$ cat config.mk
export PLATFORM = sky130hd
export DESIGN_NAME = ftx_framer
export DESIGN_NICKNAME = d
export VERILOG_FILES = /design/src/hw/ftx_pkg.sv /design/src/hw/ftx_framer.sv
export SDC_FILE = /design/constraint.sdc
export NUM_CORES = 1
export LEC_CHECK = 0
export BUFFER_PORTS_ARGS = -buffer_cell sky130_fd_sc_hd__buf_2
export CORE_MARGIN = 2
export CORE_UTILIZATION = 60
export DETAILED_ROUTE_END_ITERATION = 10
export PLACE_DENSITY = 0.81
export SYNTH_ARGS = -nofsm -noshare
export SYNTH_HDL_FRONTEND = slang
export SYNTH_SLANG_ARGS = --single-unit
$ cat constraint.sdc
create_clock -name core_clk_i -period 6.03 [get_ports core_clk_i]
set_input_delay 0.3015 -clock core_clk_i [delete_from_list [all_inputs] [get_ports core_clk_i]]
set_output_delay 0.3015 -clock core_clk_i [all_outputs]
set_load 0.01 [all_outputs]
$ cat src/hw/ftx_pkg.sv
// Package for the frequency-shift-keyed transmit framer.
// Holds register offsets, field positions, reset values, commands and fixed patterns.
// Assumes a 10-bit byte-wide register address space.
package ftx_pkg;

  //////////////////////////////////////////////////////////////////////////////
  // Register offsets
  localparam logic [9:0] ADDR_PREAMBLE_BYTE_COUNT = 10'h102;
  localparam logic [9:0] ADDR_PKT_CFG = 10'h104;
  localparam logic [9:0] ADDR_AMP_POWER_LEVEL = 10'h105;
  localparam logic [9:0] ADDR_AMP_BIAS_REGISTER = 10'h106;
  localparam logic [9:0] ADDR_AMP_CONFIG_REGISTER = 10'h107;
  localparam logic [9:0] ADDR_COMMAND = 10'h108;
  localparam logic [9:0] ADDR_STATUS = 10'h109;
  localparam logic [9:0] ADDR_SYNC_PATTERN_LOW_BYTE = 10'h10c;
  localparam logic [9:0] ADDR_SYNC_PATTERN_MID_BYTE = 10'h10d;
  localparam logic [9:0] ADDR_SYNC_PATTERN_HIGH_BYTE = 10'h10e;
  localparam logic [9:0] ADDR_RADIO_CONFIGURATION = 10'h13e;
  localparam logic [9:0] ADDR_TRANSMIT_BASE_POINTER = 10'h314;
  localparam logic [9:0] ADDR_VALIDATION_PREAMBLE_COUNT = 10'h3f3;

  //////////////////////////////////////////////////////////////////////////////
  // Field positions
  localparam int PKT_CFG_CRC_OFF_BIT = 0;
  localparam int PKT_CFG_UNSHAPED_BIT = 1;
  localparam int STATUS_BUSY_BIT = 0;
  localparam int STATUS_SFD_SENT_BIT = 1;
  localparam int STATUS_PKT_SENT_BIT = 2;
  localparam int STATUS_STREAM_BIT = 3;

  //////////////////////////////////////////////////////////////////////////////
  // Reset values
  localparam logic [7:0] RST_PREAMBLE_BYTE_COUNT = 8'h03;
  localparam logic [7:0] RST_VALIDATION_PREAMBLE_COUNT = 8'h00;
  localparam logic [7:0] RST_SYNC_BYTE = 8'haa;
  localparam logic [7:0] RST_RADIO_CONFIGURATION = 8'h00;
  localparam logic [7:0] RST_TRANSMIT_BASE_POINTER = 8'h00;
  localparam logic [1:0] RST_PKT_CFG = 2'h0;
  localparam logic [5:0] RST_AMP_BIAS_CONTROL = 6'h00;
  localparam logic [4:0] RST_BRIDGE_BIAS_SETTING = 5'h00;

  //////////////////////////////////////////////////////////////////////////////
  // Operating selects, commands and patterns
  localparam logic [7:0] OPSEL_SERIAL_TX = 8'h03;
  localparam logic [7:0] OPSEL_PACKET_TX = 8'h04;
  localparam logic [7:0] CMD_ENTER_TX = 8'h01;
  localparam logic [7:0] CMD_LEAVE_TX = 8'h02;
  localparam logic [7:0] PATTERN_ALT = 8'haa;
  localparam logic [5:0] HP_AMP_BIAS_CONTROL = 6'h3f;
  localparam logic [4:0] HP_BRIDGE_BIAS_SETTING = 5'h15;
  localparam logic [15:0] CRC_POLY = 16'h1021;

  // Framer states
  typedef enum logic [3:0] {
    FTX_IDLE, FTX_CAL, FTX_RAMP, FTX_PRE, FTX_SYNC, FTX_PAY, FTX_CRC,
    FTX_POST1, FTX_POST2, FTX_STREAM
  } ftx_state_e;

endpackage

$ cat src/hw/ftx_framer.sv
// Transmit framer: register file, packet memory fetch, frame serializer,
// raw serial-port streaming and amplifier level sequencing.
// Assumes a packet memory on the same clock answering a read one cycle later,
// and a bit period of at least four clock cycles.
//
// Notes on behaviour
// - Operating select 4 starts packet framing.
// - Payload fetch starts at transmit base pointer.
// - Preamble is repeated 0xAA bytes, programmable.
// - Preamble bytes equal lead-in plus validation counts.
// - Sync sent MSB first, high byte first.
// - Sync always whole bytes; host pads.
// - Length counts bytes from sync to CRC.
// - CRC-16 with polynomial x16+x12+x5+1 appended.
// - Checksum-disable bit suppresses CRC; resets to zero.
// - Two 0xAA postamble bytes follow the CRC.
// - Ramp-down runs during second postamble byte.
// - Host stores length, payload; framer adds rest.
// - Operating select 3 starts raw serial transmit.
// - Serial mode streams input until leave command.
// - Serial mode raises no frame event pulses.
// - Serial mode runs the same calibration first.
// - Serial latency two bits shaped, half unshaped.
// - Amplifier level follows the power field.
// - Bias 63 and bridge 21 give high power.
// - After frame, amplifier off, packet-sent pulse.
// - Ramp amplifier up before frame starts.
//
// The strobed register port was decided locally.
`timescale 1ns/1ns
`default_nettype none

module ftx_framer #(
  parameter int BIT_DIV = 16,
  parameter int CAL_CYCLES = 64,
  parameter int RAMP_DIV = 8,
  parameter int PWR_W = 5,
  parameter logic [15:0] CRC_INIT = 16'h0000
) (
  input wire logic core_clk_i,
  input wire logic rst_i,
  input wire logic [9:0] reg_addr_i,
  input wire logic [7:0] reg_wdata_i,
  input wire logic reg_wr_i,
  input wire logic reg_rd_i,
  output logic [7:0] reg_rdata_o,
  output logic [7:0] pkt_mem_addr_o,
  output logic pkt_mem_rd_o,
  input wire logic [7:0] pkt_mem_rdata_i,
  input wire logic raw_serial_port_data_i,
  output logic tx_data_o,
  output logic tx_bit_strobe_o,
  output logic tx_active_o,
  output logic amp_on_o,
  output logic [PWR_W-1:0] amp_level_o,
  output logic [5:0] amp_bias_control_o,
  output logic [4:0] bridge_bias_setting_o,
  output logic amp_high_power_o,
  output logic sfd_sent_o,
  output logic pkt_sent_o
);

  //////////////////////////////////////////////////////////////////////////////
  // CRC-16 over one byte, most significant bit first
  function automatic logic [15:0] crc_byte(input logic [15:0] crc, input logic [7:0] data);
    logic [15:0] c;
    c = crc;
    for (int i = 7; i >= 0; i--) begin
      if (c[15] ^ data[i]) begin
        c = {c[14:0], 1'b0} ^ ftx_pkg::CRC_POLY;
      end else begin
        c = {c[14:0], 1'b0};
      end
    end
    return c;
  endfunction

  //////////////////////////////////////////////////////////////////////////////
  // Register storage
  logic [7:0] preamble_byte_count_r;
  logic [7:0] validation_preamble_count_r;
  logic [7:0] sync_pattern_low_byte_r;
  logic [7:0] sync_pattern_mid_byte_r;
  logic [7:0] sync_pattern_high_byte_r;
  logic [7:0] operating_select_r;
  logic [7:0] transmit_base_pointer_r;
  logic [1:0] pkt_cfg_r;
  logic [PWR_W-1:0] amplifier_power_level_r;
  logic [5:0] amp_bias_r;
  logic [4:0] bridge_r;
  logic sfd_flag_r;
  logic sent_flag_r;

  ftx_pkg::ftx_state_e st_r, st_nxt;
  logic [8:0] byte_cnt_r, byte_cnt_nxt;
  logic [15:0] crc_r;
  logic [7:0] shift_r, ld_byte;
  logic [2:0] bit_cnt_r;
  logic [15:0] div_r;
  logic bit_en, half_en;
  logic [15:0] tmr_r;
  logic [15:0] ramp_div_r;
  logic ramp_tick;
  logic [7:0] addr_r, mem_byte_r;
  logic rd_pend_r;
  logic ld, fetch, crc_upd, sfd_evt, sent_evt;
  logic stream_r;
  logic sp_s1_r, sp_s2_r, sp_d0_r, sp_d1_r;
  logic [8:0] pre_total;

  logic wr_cmd, start_cmd, leave_cmd, wr_status;
  logic framing, byte_end;

  assign wr_cmd = reg_wr_i && (reg_addr_i == ftx_pkg::ADDR_COMMAND);
  assign start_cmd = wr_cmd && (reg_wdata_i == ftx_pkg::CMD_ENTER_TX);
  assign leave_cmd = wr_cmd && (reg_wdata_i == ftx_pkg::CMD_LEAVE_TX);
  assign wr_status = reg_wr_i && (reg_addr_i == ftx_pkg::ADDR_STATUS);
  // Preamble byte total from both counts
  assign pre_total = {1'b0, preamble_byte_count_r} + {1'b0, validation_preamble_count_r};

  //////////////////////////////////////////////////////////////////////////////
  // Register writes
  always_ff @(posedge core_clk_i) begin
    if (rst_i) begin
      preamble_byte_count_r <= ftx_pkg::RST_PREAMBLE_BYTE_COUNT;
      validation_preamble_count_r <= ftx_pkg::RST_VALIDATION_PREAMBLE_COUNT;
      sync_pattern_low_byte_r <= ftx_pkg::RST_SYNC_BYTE;
      sync_pattern_mid_byte_r <= ftx_pkg::RST_SYNC_BYTE;
      sync_pattern_high_byte_r <= ftx_pkg::RST_SYNC_BYTE;
      operating_select_r <= ftx_pkg::RST_RADIO_CONFIGURATION;
      transmit_base_pointer_r <= ftx_pkg::RST_TRANSMIT_BASE_POINTER;
      pkt_cfg_r <= ftx_pkg::RST_PKT_CFG;
      amplifier_power_level_r <= '0;
      amp_bias_r <= ftx_pkg::RST_AMP_BIAS_CONTROL;
      bridge_r <= ftx_pkg::RST_BRIDGE_BIAS_SETTING;
    end else if (reg_wr_i) begin
      if (reg_addr_i == ftx_pkg::ADDR_PREAMBLE_BYTE_COUNT) begin
        preamble_byte_count_r <= reg_wdata_i;
      end else if (reg_addr_i == ftx_pkg::ADDR_VALIDATION_PREAMBLE_COUNT) begin
        validation_preamble_count_r <= reg_wdata_i;
      end else if (reg_addr_i == ftx_pkg::ADDR_SYNC_PATTERN_LOW_BYTE) begin
        sync_pattern_low_byte_r <= reg_wdata_i;
      end else if (reg_addr_i == ftx_pkg::ADDR_SYNC_PATTERN_MID_BYTE) begin
        sync_pattern_mid_byte_r <= reg_wdata_i;
      end else if (reg_addr_i == ftx_pkg::ADDR_SYNC_PATTERN_HIGH_BYTE) begin
        sync_pattern_high_byte_r <= reg_wdata_i;
      end else if (reg_addr_i == ftx_pkg::ADDR_RADIO_CONFIGURATION) begin
        operating_select_r <= reg_wdata_i;
      end else if (reg_addr_i == ftx_pkg::ADDR_TRANSMIT_BASE_POINTER) begin
        transmit_base_pointer_r <= reg_wdata_i;
      end else if (reg_addr_i == ftx_pkg::ADDR_PKT_CFG) begin
        pkt_cfg_r <= reg_wdata_i[1:0];
      end else if (reg_addr_i == ftx_pkg::ADDR_AMP_POWER_LEVEL) begin
        amplifier_power_level_r <= reg_wdata_i[PWR_W-1:0];
      end else if (reg_addr_i == ftx_pkg::ADDR_AMP_BIAS_REGISTER) begin
        amp_bias_r <= reg_wdata_i[5:0];
      end else if (reg_addr_i == ftx_pkg::ADDR_AMP_CONFIG_REGISTER) begin
        bridge_r <= reg_wdata_i[4:0];
      end
    end
  end

  // Register reads, data valid only in the cycle after the strobe
  always_ff @(posedge core_clk_i) begin
    if (rst_i) begin
      reg_rdata_o <= 8'h00;
    end else if (!reg_rd_i) begin
      reg_rdata_o <= 8'h00;
    end else if (reg_addr_i == ftx_pkg::ADDR_PREAMBLE_BYTE_COUNT) begin
      reg_rdata_o <= preamble_byte_count_r;
    end else if (reg_addr_i == ftx_pkg::ADDR_VALIDATION_PREAMBLE_COUNT) begin
      reg_rdata_o <= validation_preamble_count_r;
    end else if (reg_addr_i == ftx_pkg::ADDR_SYNC_PATTERN_LOW_BYTE) begin
      reg_rdata_o <= sync_pattern_low_byte_r;
    end else if (reg_addr_i == ftx_pkg::ADDR_SYNC_PATTERN_MID_BYTE) begin
      reg_rdata_o <= sync_pattern_mid_byte_r;
    end else if (reg_addr_i == ftx_pkg::ADDR_SYNC_PATTERN_HIGH_BYTE) begin
      reg_rdata_o <= sync_pattern_high_byte_r;
    end else if (reg_addr_i == ftx_pkg::ADDR_RADIO_CONFIGURATION) begin
      reg_rdata_o <= operating_select_r;
    end else if (reg_addr_i == ftx_pkg::ADDR_TRANSMIT_BASE_POINTER) begin
      reg_rdata_o <= transmit_base_pointer_r;
    end else if (reg_addr_i == ftx_pkg::ADDR_PKT_CFG) begin
      reg_rdata_o <= {6'h00, pkt_cfg_r};
    end else if (reg_addr_i == ftx_pkg::ADDR_AMP_POWER_LEVEL) begin
      reg_rdata_o <= 8'(amplifier_power_level_r);
    end else if (reg_addr_i == ftx_pkg::ADDR_AMP_BIAS_REGISTER) begin
      reg_rdata_o <= {2'h0, amp_bias_r};
    end else if (reg_addr_i == ftx_pkg::ADDR_AMP_CONFIG_REGISTER) begin
      reg_rdata_o <= {3'h0, bridge_r};
    end else if (reg_addr_i == ftx_pkg::ADDR_STATUS) begin
      reg_rdata_o <= {4'h0, stream_r, sent_flag_r, sfd_flag_r, st_r != ftx_pkg::FTX_IDLE};
    end else begin
      reg_rdata_o <= 8'h00;
    end
  end

  // Sticky frame flags, write one to clear, a new event wins
  always_ff @(posedge core_clk_i) begin
    if (rst_i) begin
      sfd_flag_r <= 1'b0;
      sent_flag_r <= 1'b0;
    end else begin
      sfd_flag_r <= sfd_evt || (sfd_flag_r && !(wr_status && reg_wdata_i[ftx_pkg::STATUS_SFD_SENT_BIT]));
      sent_flag_r <= sent_evt || (sent_flag_r && !(wr_status && reg_wdata_i[ftx_pkg::STATUS_PKT_SENT_BIT]));
    end
  end

  //////////////////////////////////////////////////////////////////////////////
  // Bit rate divider with full and half bit enables
  assign bit_en = (div_r == 16'(BIT_DIV - 1));
  assign half_en = (div_r == 16'(BIT_DIV / 2 - 1));
  always_ff @(posedge core_clk_i) begin
    if (rst_i || bit_en) begin
      div_r <= 16'h0000;
    end else begin
      div_r <= div_r + 16'h0001;
    end
  end

  // Amplifier ramp step divider
  assign ramp_tick = (ramp_div_r == 16'(RAMP_DIV - 1));
  always_ff @(posedge core_clk_i) begin
    if (rst_i || ramp_tick) begin
      ramp_div_r <= 16'h0000;
    end else begin
      ramp_div_r <= ramp_div_r + 16'h0001;
    end
  end

  //////////////////////////////////////////////////////////////////////////////
  // Frame sequencer: chooses each byte at the end of the previous one
  assign framing = (st_r == ftx_pkg::FTX_PRE) || (st_r == ftx_pkg::FTX_SYNC) ||
                   (st_r == ftx_pkg::FTX_PAY) || (st_r == ftx_pkg::FTX_CRC) ||
                   (st_r == ftx_pkg::FTX_POST1) || (st_r == ftx_pkg::FTX_POST2);
  assign byte_end = framing && bit_en && (bit_cnt_r == 3'h7);

  always_comb begin
    st_nxt = st_r;
    byte_cnt_nxt = byte_cnt_r;
    ld = 1'b0;
    ld_byte = ftx_pkg::PATTERN_ALT;
    fetch = 1'b0;
    crc_upd = 1'b0;
    sfd_evt = 1'b0;
    sent_evt = 1'b0;
    case (st_r)
      ftx_pkg::FTX_IDLE: begin
        if (start_cmd && (operating_select_r == ftx_pkg::OPSEL_PACKET_TX ||
                          operating_select_r == ftx_pkg::OPSEL_SERIAL_TX)) begin
          st_nxt = ftx_pkg::FTX_CAL;
        end
      end
      ftx_pkg::FTX_CAL: begin
        if (tmr_r == 16'(CAL_CYCLES - 1)) begin
          st_nxt = ftx_pkg::FTX_RAMP;
          fetch = !stream_r;
        end
      end
      ftx_pkg::FTX_RAMP: begin
        if (amp_level_o == amplifier_power_level_r && bit_en) begin
          ld = 1'b1;
          if (stream_r) begin
            st_nxt = ftx_pkg::FTX_STREAM;
          end else if (pre_total != 9'h000) begin
            st_nxt = ftx_pkg::FTX_PRE;
            byte_cnt_nxt = pre_total - 9'h001;
          end else begin
            st_nxt = ftx_pkg::FTX_SYNC;
            ld_byte = sync_pattern_high_byte_r;
            byte_cnt_nxt = 9'h001;
          end
        end
      end
      ftx_pkg::FTX_PRE: begin
        if (byte_end) begin
          ld = 1'b1;
          if (byte_cnt_r == 9'h000) begin
            st_nxt = ftx_pkg::FTX_SYNC;
            ld_byte = sync_pattern_high_byte_r;
            byte_cnt_nxt = 9'h001;
          end else begin
            byte_cnt_nxt = byte_cnt_r - 9'h001;
          end
        end
      end
      ftx_pkg::FTX_SYNC: begin
        if (byte_end) begin
          ld = 1'b1;
          if (byte_cnt_r == 9'h001) begin
            ld_byte = sync_pattern_mid_byte_r;
            byte_cnt_nxt = 9'h000;
          end else if (byte_cnt_r == 9'h000 && ld_byte == ftx_pkg::PATTERN_ALT) begin
            ld_byte = sync_pattern_low_byte_r;
            byte_cnt_nxt = 9'h100; // Low byte now on air
          end else begin
            // Length byte follows the sync pattern directly
            st_nxt = ftx_pkg::FTX_PAY;
            ld_byte = mem_byte_r;
            crc_upd = 1'b1;
            fetch = 1'b1;
            sfd_evt = 1'b1;
            byte_cnt_nxt = (mem_byte_r == 8'h00) ? 9'h000 : {1'b0, mem_byte_r} - 9'h001;
          end
        end
      end
      ftx_pkg::FTX_PAY: begin
        if (byte_end) begin
          ld = 1'b1;
          if (byte_cnt_r != 9'h000) begin
            ld_byte = mem_byte_r;
            crc_upd = 1'b1;
            fetch = (byte_cnt_r != 9'h001);
            byte_cnt_nxt = byte_cnt_r - 9'h001;
          end else if (!pkt_cfg_r[ftx_pkg::PKT_CFG_CRC_OFF_BIT]) begin
            st_nxt = ftx_pkg::FTX_CRC;
            ld_byte = crc_r[15:8];
            byte_cnt_nxt = 9'h001;
          end else begin
            st_nxt = ftx_pkg::FTX_POST1;
          end
        end
      end
      ftx_pkg::FTX_CRC: begin
        if (byte_end) begin
          ld = 1'b1;
          if (byte_cnt_r == 9'h001) begin
            ld_byte = crc_r[7:0];
            byte_cnt_nxt = 9'h000;
          end else begin
            st_nxt = ftx_pkg::FTX_POST1;
          end
        end
      end
      ftx_pkg::FTX_POST1: begin
        if (byte_end) begin
          ld = 1'b1;
          st_nxt = ftx_pkg::FTX_POST2;
        end
      end
      ftx_pkg::FTX_POST2: begin
        if (byte_end) begin
          st_nxt = ftx_pkg::FTX_IDLE;
          sent_evt = 1'b1;
        end
      end
      ftx_pkg::FTX_STREAM: begin
        st_nxt = ftx_pkg::FTX_STREAM;
      end
      default: begin
        st_nxt = ftx_pkg::FTX_IDLE;
      end
    endcase
    if (leave_cmd) begin
      st_nxt = ftx_pkg::FTX_IDLE;
      ld = 1'b0;
      fetch = 1'b0;
      sfd_evt = 1'b0;
      sent_evt = 1'b0;
    end
  end

  // State, byte counter, calibration timer and mode latch
  always_ff @(posedge core_clk_i) begin
    if (rst_i) begin
      st_r <= ftx_pkg::FTX_IDLE;
      byte_cnt_r <= 9'h000;
      tmr_r <= 16'h0000;
      stream_r <= 1'b0;
    end else begin
      st_r <= st_nxt;
      byte_cnt_r <= byte_cnt_nxt;
      tmr_r <= (st_r == ftx_pkg::FTX_CAL) ? tmr_r + 16'h0001 : 16'h0000;
      if (st_r == ftx_pkg::FTX_IDLE && st_nxt == ftx_pkg::FTX_CAL) begin
        stream_r <= (operating_select_r == ftx_pkg::OPSEL_SERIAL_TX);
      end
    end
  end

  //////////////////////////////////////////////////////////////////////////////
  // Packet memory reader, one byte ahead of the serializer
  always_ff @(posedge core_clk_i) begin
    if (rst_i) begin
      addr_r <= 8'h00;
      pkt_mem_addr_o <= 8'h00;
      pkt_mem_rd_o <= 1'b0;
      rd_pend_r <= 1'b0;
      mem_byte_r <= 8'h00;
    end else begin
      pkt_mem_rd_o <= fetch;
      rd_pend_r <= pkt_mem_rd_o;
      if (st_r == ftx_pkg::FTX_IDLE) begin
        addr_r <= transmit_base_pointer_r;
      end else if (fetch) begin
        pkt_mem_addr_o <= addr_r;
        addr_r <= addr_r + 8'h01;
      end
      if (rd_pend_r) begin
        mem_byte_r <= pkt_mem_rdata_i;
      end
    end
  end

  // CRC accumulates stored bytes as they go on air
  always_ff @(posedge core_clk_i) begin
    if (rst_i || st_r == ftx_pkg::FTX_IDLE) begin
      crc_r <= CRC_INIT;
    end else if (crc_upd) begin
      crc_r <= crc_byte(crc_r, ld_byte);
    end
  end

  //////////////////////////////////////////////////////////////////////////////
  // Byte serializer, most significant bit first
  always_ff @(posedge core_clk_i) begin
    if (rst_i) begin
      shift_r <= ftx_pkg::PATTERN_ALT;
      bit_cnt_r <= 3'h0;
    end else if (ld) begin
      shift_r <= ld_byte;
      bit_cnt_r <= 3'h0;
    end else if (bit_en && framing) begin
      shift_r <= {shift_r[6:0], 1'b0};
      bit_cnt_r <= bit_cnt_r + 3'h1;
    end
  end

  // Serial input synchroniser and shaped-keying delay line
  always_ff @(posedge core_clk_i) begin
    if (rst_i) begin
      sp_s1_r <= 1'b0;
      sp_s2_r <= 1'b0;
      sp_d0_r <= 1'b0;
      sp_d1_r <= 1'b0;
    end else begin
      sp_s1_r <= raw_serial_port_data_i;
      sp_s2_r <= sp_s1_r;
      if (bit_en) begin
        sp_d0_r <= sp_s2_r;
        sp_d1_r <= sp_d0_r;
      end
    end
  end

  // Transmit bit and strobe selection
  always_ff @(posedge core_clk_i) begin
    if (rst_i) begin
      tx_data_o <= 1'b0;
      tx_bit_strobe_o <= 1'b0;
      tx_active_o <= 1'b0;
    end else begin
      tx_bit_strobe_o <= bit_en && (framing || st_r == ftx_pkg::FTX_STREAM);
      tx_active_o <= framing || (st_r == ftx_pkg::FTX_STREAM);
      if (st_r == ftx_pkg::FTX_STREAM) begin
        if (!pkt_cfg_r[ftx_pkg::PKT_CFG_UNSHAPED_BIT]) begin
          tx_data_o <= sp_d1_r;
        end else if (half_en) begin
          tx_data_o <= sp_s2_r;
        end
      end else if (framing) begin
        tx_data_o <= shift_r[7];
      end else begin
        tx_data_o <= 1'b0;
      end
    end
  end

  //////////////////////////////////////////////////////////////////////////////
  // Amplifier enable and level ramping
  always_ff @(posedge core_clk_i) begin
    if (rst_i) begin
      amp_on_o <= 1'b0;
      amp_level_o <= '0;
    end else if (st_nxt == ftx_pkg::FTX_IDLE || st_r == ftx_pkg::FTX_CAL) begin
      amp_on_o <= (st_r == ftx_pkg::FTX_CAL) && (st_nxt == ftx_pkg::FTX_RAMP);
      amp_level_o <= '0;
    end else if (st_r == ftx_pkg::FTX_POST2) begin
      if (ramp_tick && amp_level_o != '0) begin
        amp_level_o <= amp_level_o - 1'b1;
      end
    end else if (ramp_tick && amp_level_o < amplifier_power_level_r) begin
      amp_level_o <= amp_level_o + 1'b1;
    end else if (st_r != ftx_pkg::FTX_RAMP) begin
      amp_level_o <= amplifier_power_level_r;
    end
  end

  // Bias settings and high-power decode
  always_ff @(posedge core_clk_i) begin
    if (rst_i) begin
      amp_bias_control_o <= ftx_pkg::RST_AMP_BIAS_CONTROL;
      bridge_bias_setting_o <= ftx_pkg::RST_BRIDGE_BIAS_SETTING;
      amp_high_power_o <= 1'b0;
    end else begin
      amp_bias_control_o <= amp_bias_r;
      bridge_bias_setting_o <= bridge_r;
      amp_high_power_o <= (amp_bias_r == ftx_pkg::HP_AMP_BIAS_CONTROL) &&
                          (bridge_r == ftx_pkg::HP_BRIDGE_BIAS_SETTING);
    end
  end

  // Frame event pulses, never from serial streaming
  always_ff @(posedge core_clk_i) begin
    if (rst_i) begin
      sfd_sent_o <= 1'b0;
      pkt_sent_o <= 1'b0;
    end else begin
      sfd_sent_o <= sfd_evt;
      pkt_sent_o <= sent_evt;
    end
  end

endmodule

`default_nettype wire

* Word-level counts from Yosys, hierarchy flattened
Cells that the tools add are included.
** Cells by class
- Add/subtract/negate cells :: 11
- Magnitude comparators :: 1
- Equal/unequal tests :: 49
- Multiplexer cells :: 113
- Bitwise operators :: 29
- Reductions and logical operators :: 65
** Operator list (number)
- 2-to-1 mux 16 bit :: 14
- 2-to-1 mux 8 bit :: 24
- 2-to-1 mux 9 bit :: 14
- equality test 10 x 9 -> 1 bit, second input constant :: 11
- 2-to-1 mux 13 bit :: 8
- 2-to-1 mux 4 bit :: 17
- adder 16 x 1 -> 16 bit, second input constant :: 3
- case mux 9 bit (5 select lines) :: 1
- case mux 4 bit (10 select lines) :: 1
- case mux 8 bit (5 select lines) :: 1
- equality test 16 x 3 -> 1 bit, second input constant :: 2
- 2-to-1 mux 5 bit :: 5
- inverter 3 bit :: 8
- 2-to-1 mux 1 bit :: 21
- equality test 10 bit, second input constant :: 2
- logical AND 1 bit :: 18
- 2-to-1 mux 6 bit :: 3
- AND reduction 9 bit :: 2
- nonzero test 9 bit :: 2
- subtractor 9 x 1 -> 9 bit, second input constant :: 2
- equality test 16 x 4 -> 1 bit, second input constant :: 1
- equality test 16 x 6 -> 1 bit, second input constant :: 1
- equality test 4 x 3 -> 1 bit, second input constant :: 4
- equality test 8 x 2 -> 1 bit, second input constant :: 2
- 49 further kinds :: 101
** Storage, ports and cells
- Register bits :: 226
- Input port bits :: 31

* Logic depth before layout (Yosys ltp)
- Word-level depth :: 40
- Depth in mapped cells :: 13
- Mapped depth without buffers :: 11

* Worst setup path after synthesis
Ideal clock, no wire load.
- Path type :: register to register
- From :: reg preamble_byte_count_r[0]
- To :: reg crc_r[8]
- Setup time :: 122 ps
- Arrival time :: 3333 ps
- Required time :: 5908 ps
- Path slack :: 2574 ps
- Cell stages (with the launch flop) :: 13
- Path buffers :: 1
- Clock period less this slack :: 3456 ps
- Path through :: dfxtp_1 -> ha_1 -> fa_1 -> a21o_1 -> a221oi_1 -> xnor2_1 -> nor3_1 -> clkbuf_1 -> nand4_1 -> a211oi_2 -> xnor3_1 -> nor3b_1 -> a311o_1
** On the way
- Cells in the longest elaborated chain, start to end :: 27
** Ends and longest elaborated chain
- from (decl) :: RTL line ftx_framer.sv:80 : logic [7:0] preamble_byte_count_r;
- from (signal assigned) :: RTL line ftx_framer.sv:125 : preamble_byte_count_r <= ftx_pkg::RST_PREAMBLE_BYTE_COUNT;
- from (signal assigned) :: RTL line ftx_framer.sv:138 : preamble_byte_count_r <= reg_wdata_i;
- adder 8 x 8 -> 9 bit (*) :: RTL line ftx_framer.sv:119 : assign pre_total = {1'b0, preamble_byte_count_r} + {1'b0, validation_preamble_count_r};
- nonzero test 9 bit (*) :: RTL line ftx_framer.sv:265 : end else if (pre_total != 9'h000) begin
- 2-to-1 mux 8 bit (*) :: RTL line ftx_framer.sv:265
- 2-to-1 mux 8 bit (*) :: RTL line ftx_framer.sv:263 : if (stream_r) begin
- 2-to-1 mux 8 bit (*) :: RTL line ftx_framer.sv:261 : if (amp_level_o == amplifier_power_level_r && bit_en) begin
- case mux 8 bit (5 select lines) (*) :: RTL line ftx_framer.sv:247 : case (st_r)
- bitwise XOR 1 bit :: RTL line ftx_framer.sv:69 : if (c[15] ^ data[i]) begin
- 2-to-1 mux 13 bit :: RTL line ftx_framer.sv:69
- [11 not listed]
- 2-to-1 mux 16 bit (*) :: RTL line ftx_framer.sv:406 : if (rst_i || st_r == ftx_pkg::FTX_IDLE) begin
- 2-to-1 mux 13 bit (*) :: RTL line ftx_framer.sv:69
- 2-to-1 mux 16 bit (*) :: RTL line ftx_framer.sv:408 : end else if (crc_upd) begin
- 2-to-1 mux 16 bit (*) :: RTL line ftx_framer.sv:406
- 2-to-1 mux 13 bit (*) :: RTL line ftx_framer.sv:69
- 2-to-1 mux 16 bit (*) :: RTL line ftx_framer.sv:408
- 2-to-1 mux 16 bit (*) :: RTL line ftx_framer.sv:406
- 2-to-1 mux 13 bit (*) :: RTL line ftx_framer.sv:69
- to (signal assigned) :: RTL line ftx_framer.sv:409 : crc_r <= crc_byte(crc_r, ld_byte);
- to (decl) :: RTL line ftx_framer.sv:96 : logic [15:0] crc_r;
Every way passes the cells marked *; elsewhere a longest branch is shown, timed or not. The select of a mux whose other input is x is not followed.
A chain may end at the register's enable or synchronous reset.

* Worst setup path after layout
- From :: reg preamble_byte_count_r[0]
- To :: reg crc_r[12]
** On the way
- Cells in the longest elaborated chain, start to end :: 30
- Elaborated cells between the ends (all ways) :: 32
** Ends and longest elaborated chain (RTL line)
- adder 8 x 8 -> 9 bit (*) :: ftx_framer.sv:119
- nonzero test 9 bit (*) :: ftx_framer.sv:265
- 2-to-1 mux 8 bit (*) :: ftx_framer.sv:265
- 2-to-1 mux 8 bit (*) :: ftx_framer.sv:263
- 2-to-1 mux 8 bit (*) :: ftx_framer.sv:261
- case mux 8 bit (5 select lines) (*) :: ftx_framer.sv:247
- bitwise XOR 1 bit :: ftx_framer.sv:69
- 2-to-1 mux 13 bit :: ftx_framer.sv:69
- [14 not listed]
- 2-to-1 mux 13 bit :: ftx_framer.sv:69
- 2-to-1 mux 16 bit :: ftx_framer.sv:408
- 2-to-1 mux 16 bit :: ftx_framer.sv:406
- 2-to-1 mux 13 bit :: ftx_framer.sv:69
- 2-to-1 mux 16 bit :: ftx_framer.sv:408
- 2-to-1 mux 16 bit :: ftx_framer.sv:406
- inverter 3 bit (no line)
- 2-to-1 mux 13 bit (*) :: ftx_framer.sv:69
Marked as above.

==> metrics.md <==
| Metric | Value |
|---|---|
| Status | `completed` |
| Total die area | `0.02107 mm^2` |
| Worst-path clk slew | `0.06 ns` |
| Worst setup SP type | `flip-flop` |
| Post-synth EDFFs | `0` |
| Ys async rst share | `0%` |
| H-tree levels | `1` |
| WS Path Type | `flip-flop to flip-flop` |
| VDD IR max | `0.2420 mV` |
| Worst-margin pin slew | `1.302 ns` |
| Setup Buffers After CTS | `0` |
| # placed instances | `1706` |
| Vias in the first global route | `10.35k` |
| Initial DRC count | `1233` |
| Sequential-to-total area share from yosys stat | `37.85%` |
| Synth Area in Simple Gates | `25.03%` |
| Pwr/cell area | `231.7 mW/mm^2` |
| Wirelength per Cell | `20.01 um` |
| Layout Area Growth over Synthesis | `11.04%` |
| Crit path capture type | `flip-flop` |
| CP peak stage delay | `0.92 ns` |
| Maxcap violations | `0` |
| Mapped Area | `0.01195 mm^2` |
| Family with the most delay on the worst path | `compound AO/OA/AOI/OAI gates` |
| Final Hold Fails | `0` |
| Slew Viols, Final | `0` |
| Layout Nets | `1526` |
| Final core occ | `67.97%` |
| Worst-skew pair later-pin latency | `0.53 ns` |
| Drt pass-1 iters | `6` |
| Ports | `71` |
| Largest net degree at the start of global routing | `97` |
| Tcrit/Tclk final | `72.27%` |
| TritonCTS buffer count | `24` |
| Global-route wire length before repair | `55500 um` |
| Tot GR Track Use | `32.15%` |
| Critical Path AT | `4.79 ns` |
| RSZ-0062 raised after global routing | `no` |
| IO Port Bufs | `70` |
| Leakage | `4.924 nW` |
| HP Class | `primary input to flip-flop` |
| Post-route ant nets | `0` |
| Post-route cell area | `0.01327 mm^2` |
| Syn Area/Cell | `8.318 um^2` |
| Compound-cell area share of the yosys netlist | `17.47%` |
| HPWL Detailed | `24900 um` |
| Num Clock Sinks | `226` |
| Antenna diodes | `0` |
| Post-synthesis cell type count | `82` |
| Vias after detailed routing | `11.18k` |
| DR vias/cell | `6.387` |
| Synth Warn # | `0` |
| Critical path's slowest cell | `nor3_1` |
| GPL Wtd Cong | `1.125` |
| Mux share of post-synthesis cell area | `7.464%` |
| Critical path data required time | `6.46 ns` |
| Non-filler cells, final | `1750` |
| Max_slew headroom | `12.56%` |
| DRC | `0` |
| Hold Buf Count CTS | `0` |
| # setup viols final | `0` |
| Rows | `51` |
| DIE WIDTH | `145.1 um` |
| Synth Register Bits | `226` |
| Synth Net Count | `1496` |
| Fraction of layout cells with a size suffix above 1 | `10.77%` |
| Buffers and inverters on the worst path | `0` |
| PostCTS Resize Cnt | `0` |
| Fmax | `0.2295 GHz` |
| TritonCTS clock tree | `yes` |
| Xor/xnor cell area share of the yosys netlist | `5.464%` |
| Main synth FF type | `dfxtp_1` |
| Initial antenna violation count | `0` |
| Main combinational cell family by area after synthesis | `simple AND/OR/NAND/NOR gates` |
| Core Region | `0.01953 mm^2` |
| Grt total ovfl | `0` |
| CP max FO | `12` |
| Clk buf depth | `3` |
| Placed cell area | `0.01247 mm^2` |
| Fill count | `1648` |
| Initial core utilization | `61.21%` |
| Synth Instances | `1437` |
| Final min period | `4.358 ns` |
| Final wirelength | `35010 um` |
| Final setup skew | `0.01352 ns` |
| Chain of cells forming the critical path | `ha_1, fa_1, a21o_1, a221oi_1, xnor2_1, nor3_1, a32oi_1, xnor2_2, xor3_2, xor2_1, a211oi_1` |
| Die Y | `145.1 um` |
| Clk root buf | `clkbuf_16` |
| Final TNS setup | `0 ns` |
| Post-synthesis adder-cell area fraction | `2.994%` |
-- Yosys cell counts (6+ instances only) --
cell / number / area share [%]
a31oi_1: 15 / 0.79
o22ai_1: 8 / 0.42
and3_1: 28 / 1.5
dfxtp_1: 226 / 38
or3_1: 13 / 0.68
nand4_1: 25 / 1.3
or4_1: 7 / 0.44
mux2i_1: 79 / 6.6
and2_1: 10 / 0.52
o21ai_0: 48 / 2.0
nor4b_1: 10 / 0.73
nor2_1: 189 / 5.9
nor3b_1: 15 / 0.94
xor2_1: 32 / 2.3
a32oi_1: 8 / 0.59
nor4_1: 10 / 0.52
ha_1: 27 / 2.8
a22oi_1: 17 / 1.1
a211oi_1: 23 / 1.4
nor2b_1: 21 / 1.1
clkbuf_1: 75 / 2.4
o211a_1: 6 / 0.50
xnor2_1: 28 / 2.1
nor3_1: 32 / 1.3
o221ai_1: 9 / 0.66
a211o_1: 6 / 0.44
nand2_1: 142 / 4.5
nand2b_1: 14 / 0.73
a221oi_1: 9 / 0.66
o211ai_1: 13 / 0.82
a21oi_1: 85 / 3.6
nand3_1: 60 / 2.5
inv_1: 36 / 1.1
a21o_1: 6 / 0.38
-- cells in the final DEF, fill, tap and decap left out, types with 8 or more instances in the layout --
| cell type | count |
|---|---|
| dfxtp_1 | 226 |
| nor2_1 | 189 |
| nand2_1 | 142 |
| a21oi_1 | 85 |
| mux2i_1 | 79 |
| buf_2 | 69 |
| nand3_1 | 60 |
| o21ai_0 | 48 |
| inv_1 | 36 |
| nor3_1 | 32 |
| xor2_1 | 32 |
| and3_1 | 28 |
| xnor2_1 | 28 |
| ha_1 | 27 |
| nand4_1 | 25 |
| clkbuf_16 | 25 |
| a211oi_1 | 23 |
| nor2b_1 | 21 |
| a22oi_1 | 17 |
| buf_4 | 17 |
| nor3b_1 | 15 |
| a31oi_1 | 15 |
| nand2b_1 | 14 |
| o211ai_1 | 13 |
| or3_1 | 13 |
| nor4b_1 | 10 |
| and2_1 | 10 |
| a221oi_1 | 9 |
| o221ai_1 | 9 |
| o22ai_1 | 8 |
| a32oi_1 | 8 |
-- metal layers --
layer	routed length [um]	part of all wire (%)	up-vias	track usage, %
li1	-	-	5260	-
met1	15130	43	5219	46.35
met2	15030	43	588	48.81
met3	3406	9.7	111	4.874
met4	1447	4.1	0	11.96
met5	0	0	-	0
-- power breakdown --
group          total (mW)  internal [mW]  switching (mW)
registers            1.50           1.50         0.00351
logic              0.0748         0.0189          0.0559
clock network        1.50          0.882           0.618
total                3.08           2.40           0.677
-- area by class of cell --
class / instances / area (um^2) / share of cell area (%)
Clock buffer: 32 / 681.9 / 5.138
Inverter: 36 / 135.1 / 1.018
Tap cell: 265 / 331.6 / 2.498
Clock inverter: 12 / 118.9 / 0.8956
Sequential cell: 226 / 4524 / 34.09
Timing Repair Buffer: 86 / 473.0 / 3.563
Multi-Input combinational cell: 1093 / 7008 / 52.80
-- tightest hold or removal path, cell delays in order --
cell	delay, ns
buf_2	0.08
mux2i_1	0.05
nor2_1	0.07
-- per-stage QoR --
stage	power, mW	hold WS, ns	setup WS [ns]
detailed placement	1.606	0.4410	1.781
floorplan	1.576	0.4132	2.575
CTS	3.091	0.008619	1.748
finish	3.075	0.01677	1.672
global route	3.159	0.02089	1.315
global placement	1.606	0.4275	1.860
-- registers in the layout, indices dropped and copies added (netlist names), 6 cells and up --
| register | flops |
|---|---|
| addr_r | 8 |
| amp_bias_control_o | 6 |
| amp_bias_r | 6 |
| byte_cnt_r | 9 |
| crc_r | 16 |
| div_r | 16 |
| mem_byte_r | 8 |
| operating_select_r | 8 |
| pkt_mem_addr_o | 8 |
| preamble_byte_count_r | 8 |
| ramp_div_r | 16 |
| reg_rdata_o | 8 |
| shift_r | 8 |
| sync_pattern_high_byte_r | 8 |
| sync_pattern_low_byte_r | 8 |
| sync_pattern_mid_byte_r | 8 |
| tmr_r | 16 |
| transmit_base_pointer_r | 8 |
| validation_preamble_count_r | 8 |
-- final timing paths --
check | from | to | slack (ns) | cells after the start
setup / recovery | preamble_byte_count_r[0]$_SDFFE_PP1P_ | crc_r[12]$_SDFFE_PP0P_ | 1.67 | 11
hold / removal | pkt_mem_rdata_i[2] | mem_byte_r[2]$_SDFFE_PP0P_ | 0.02 | 3
setup reg to reg | preamble_byte_count_r[0]$_SDFFE_PP1P_ | crc_r[12]$_SDFFE_PP0P_ | 1.67 | 11
hold reg to reg | pkt_mem_addr_o[2]$_SDFFE_PP0P_ | pkt_mem_addr_o[2]$_SDFFE_PP0P_ | 0.45 | 2
-- kinds of logic (layout without fill, tap and decap cells) --
kind of cell / Yosys count / count (layout)
AND/OR/NAND/NOR: 605 / 605
XOR/XNOR: 66 / 66
AO/OA/AOI/OAI: 308 / 308
multiplexers: 86 / 86
adder cells (fa/ha/maj): 28 / 28
flip-flops: 226 / 226
buffers and inverters: 118 / 166
(Power assumes the default switching activity.)
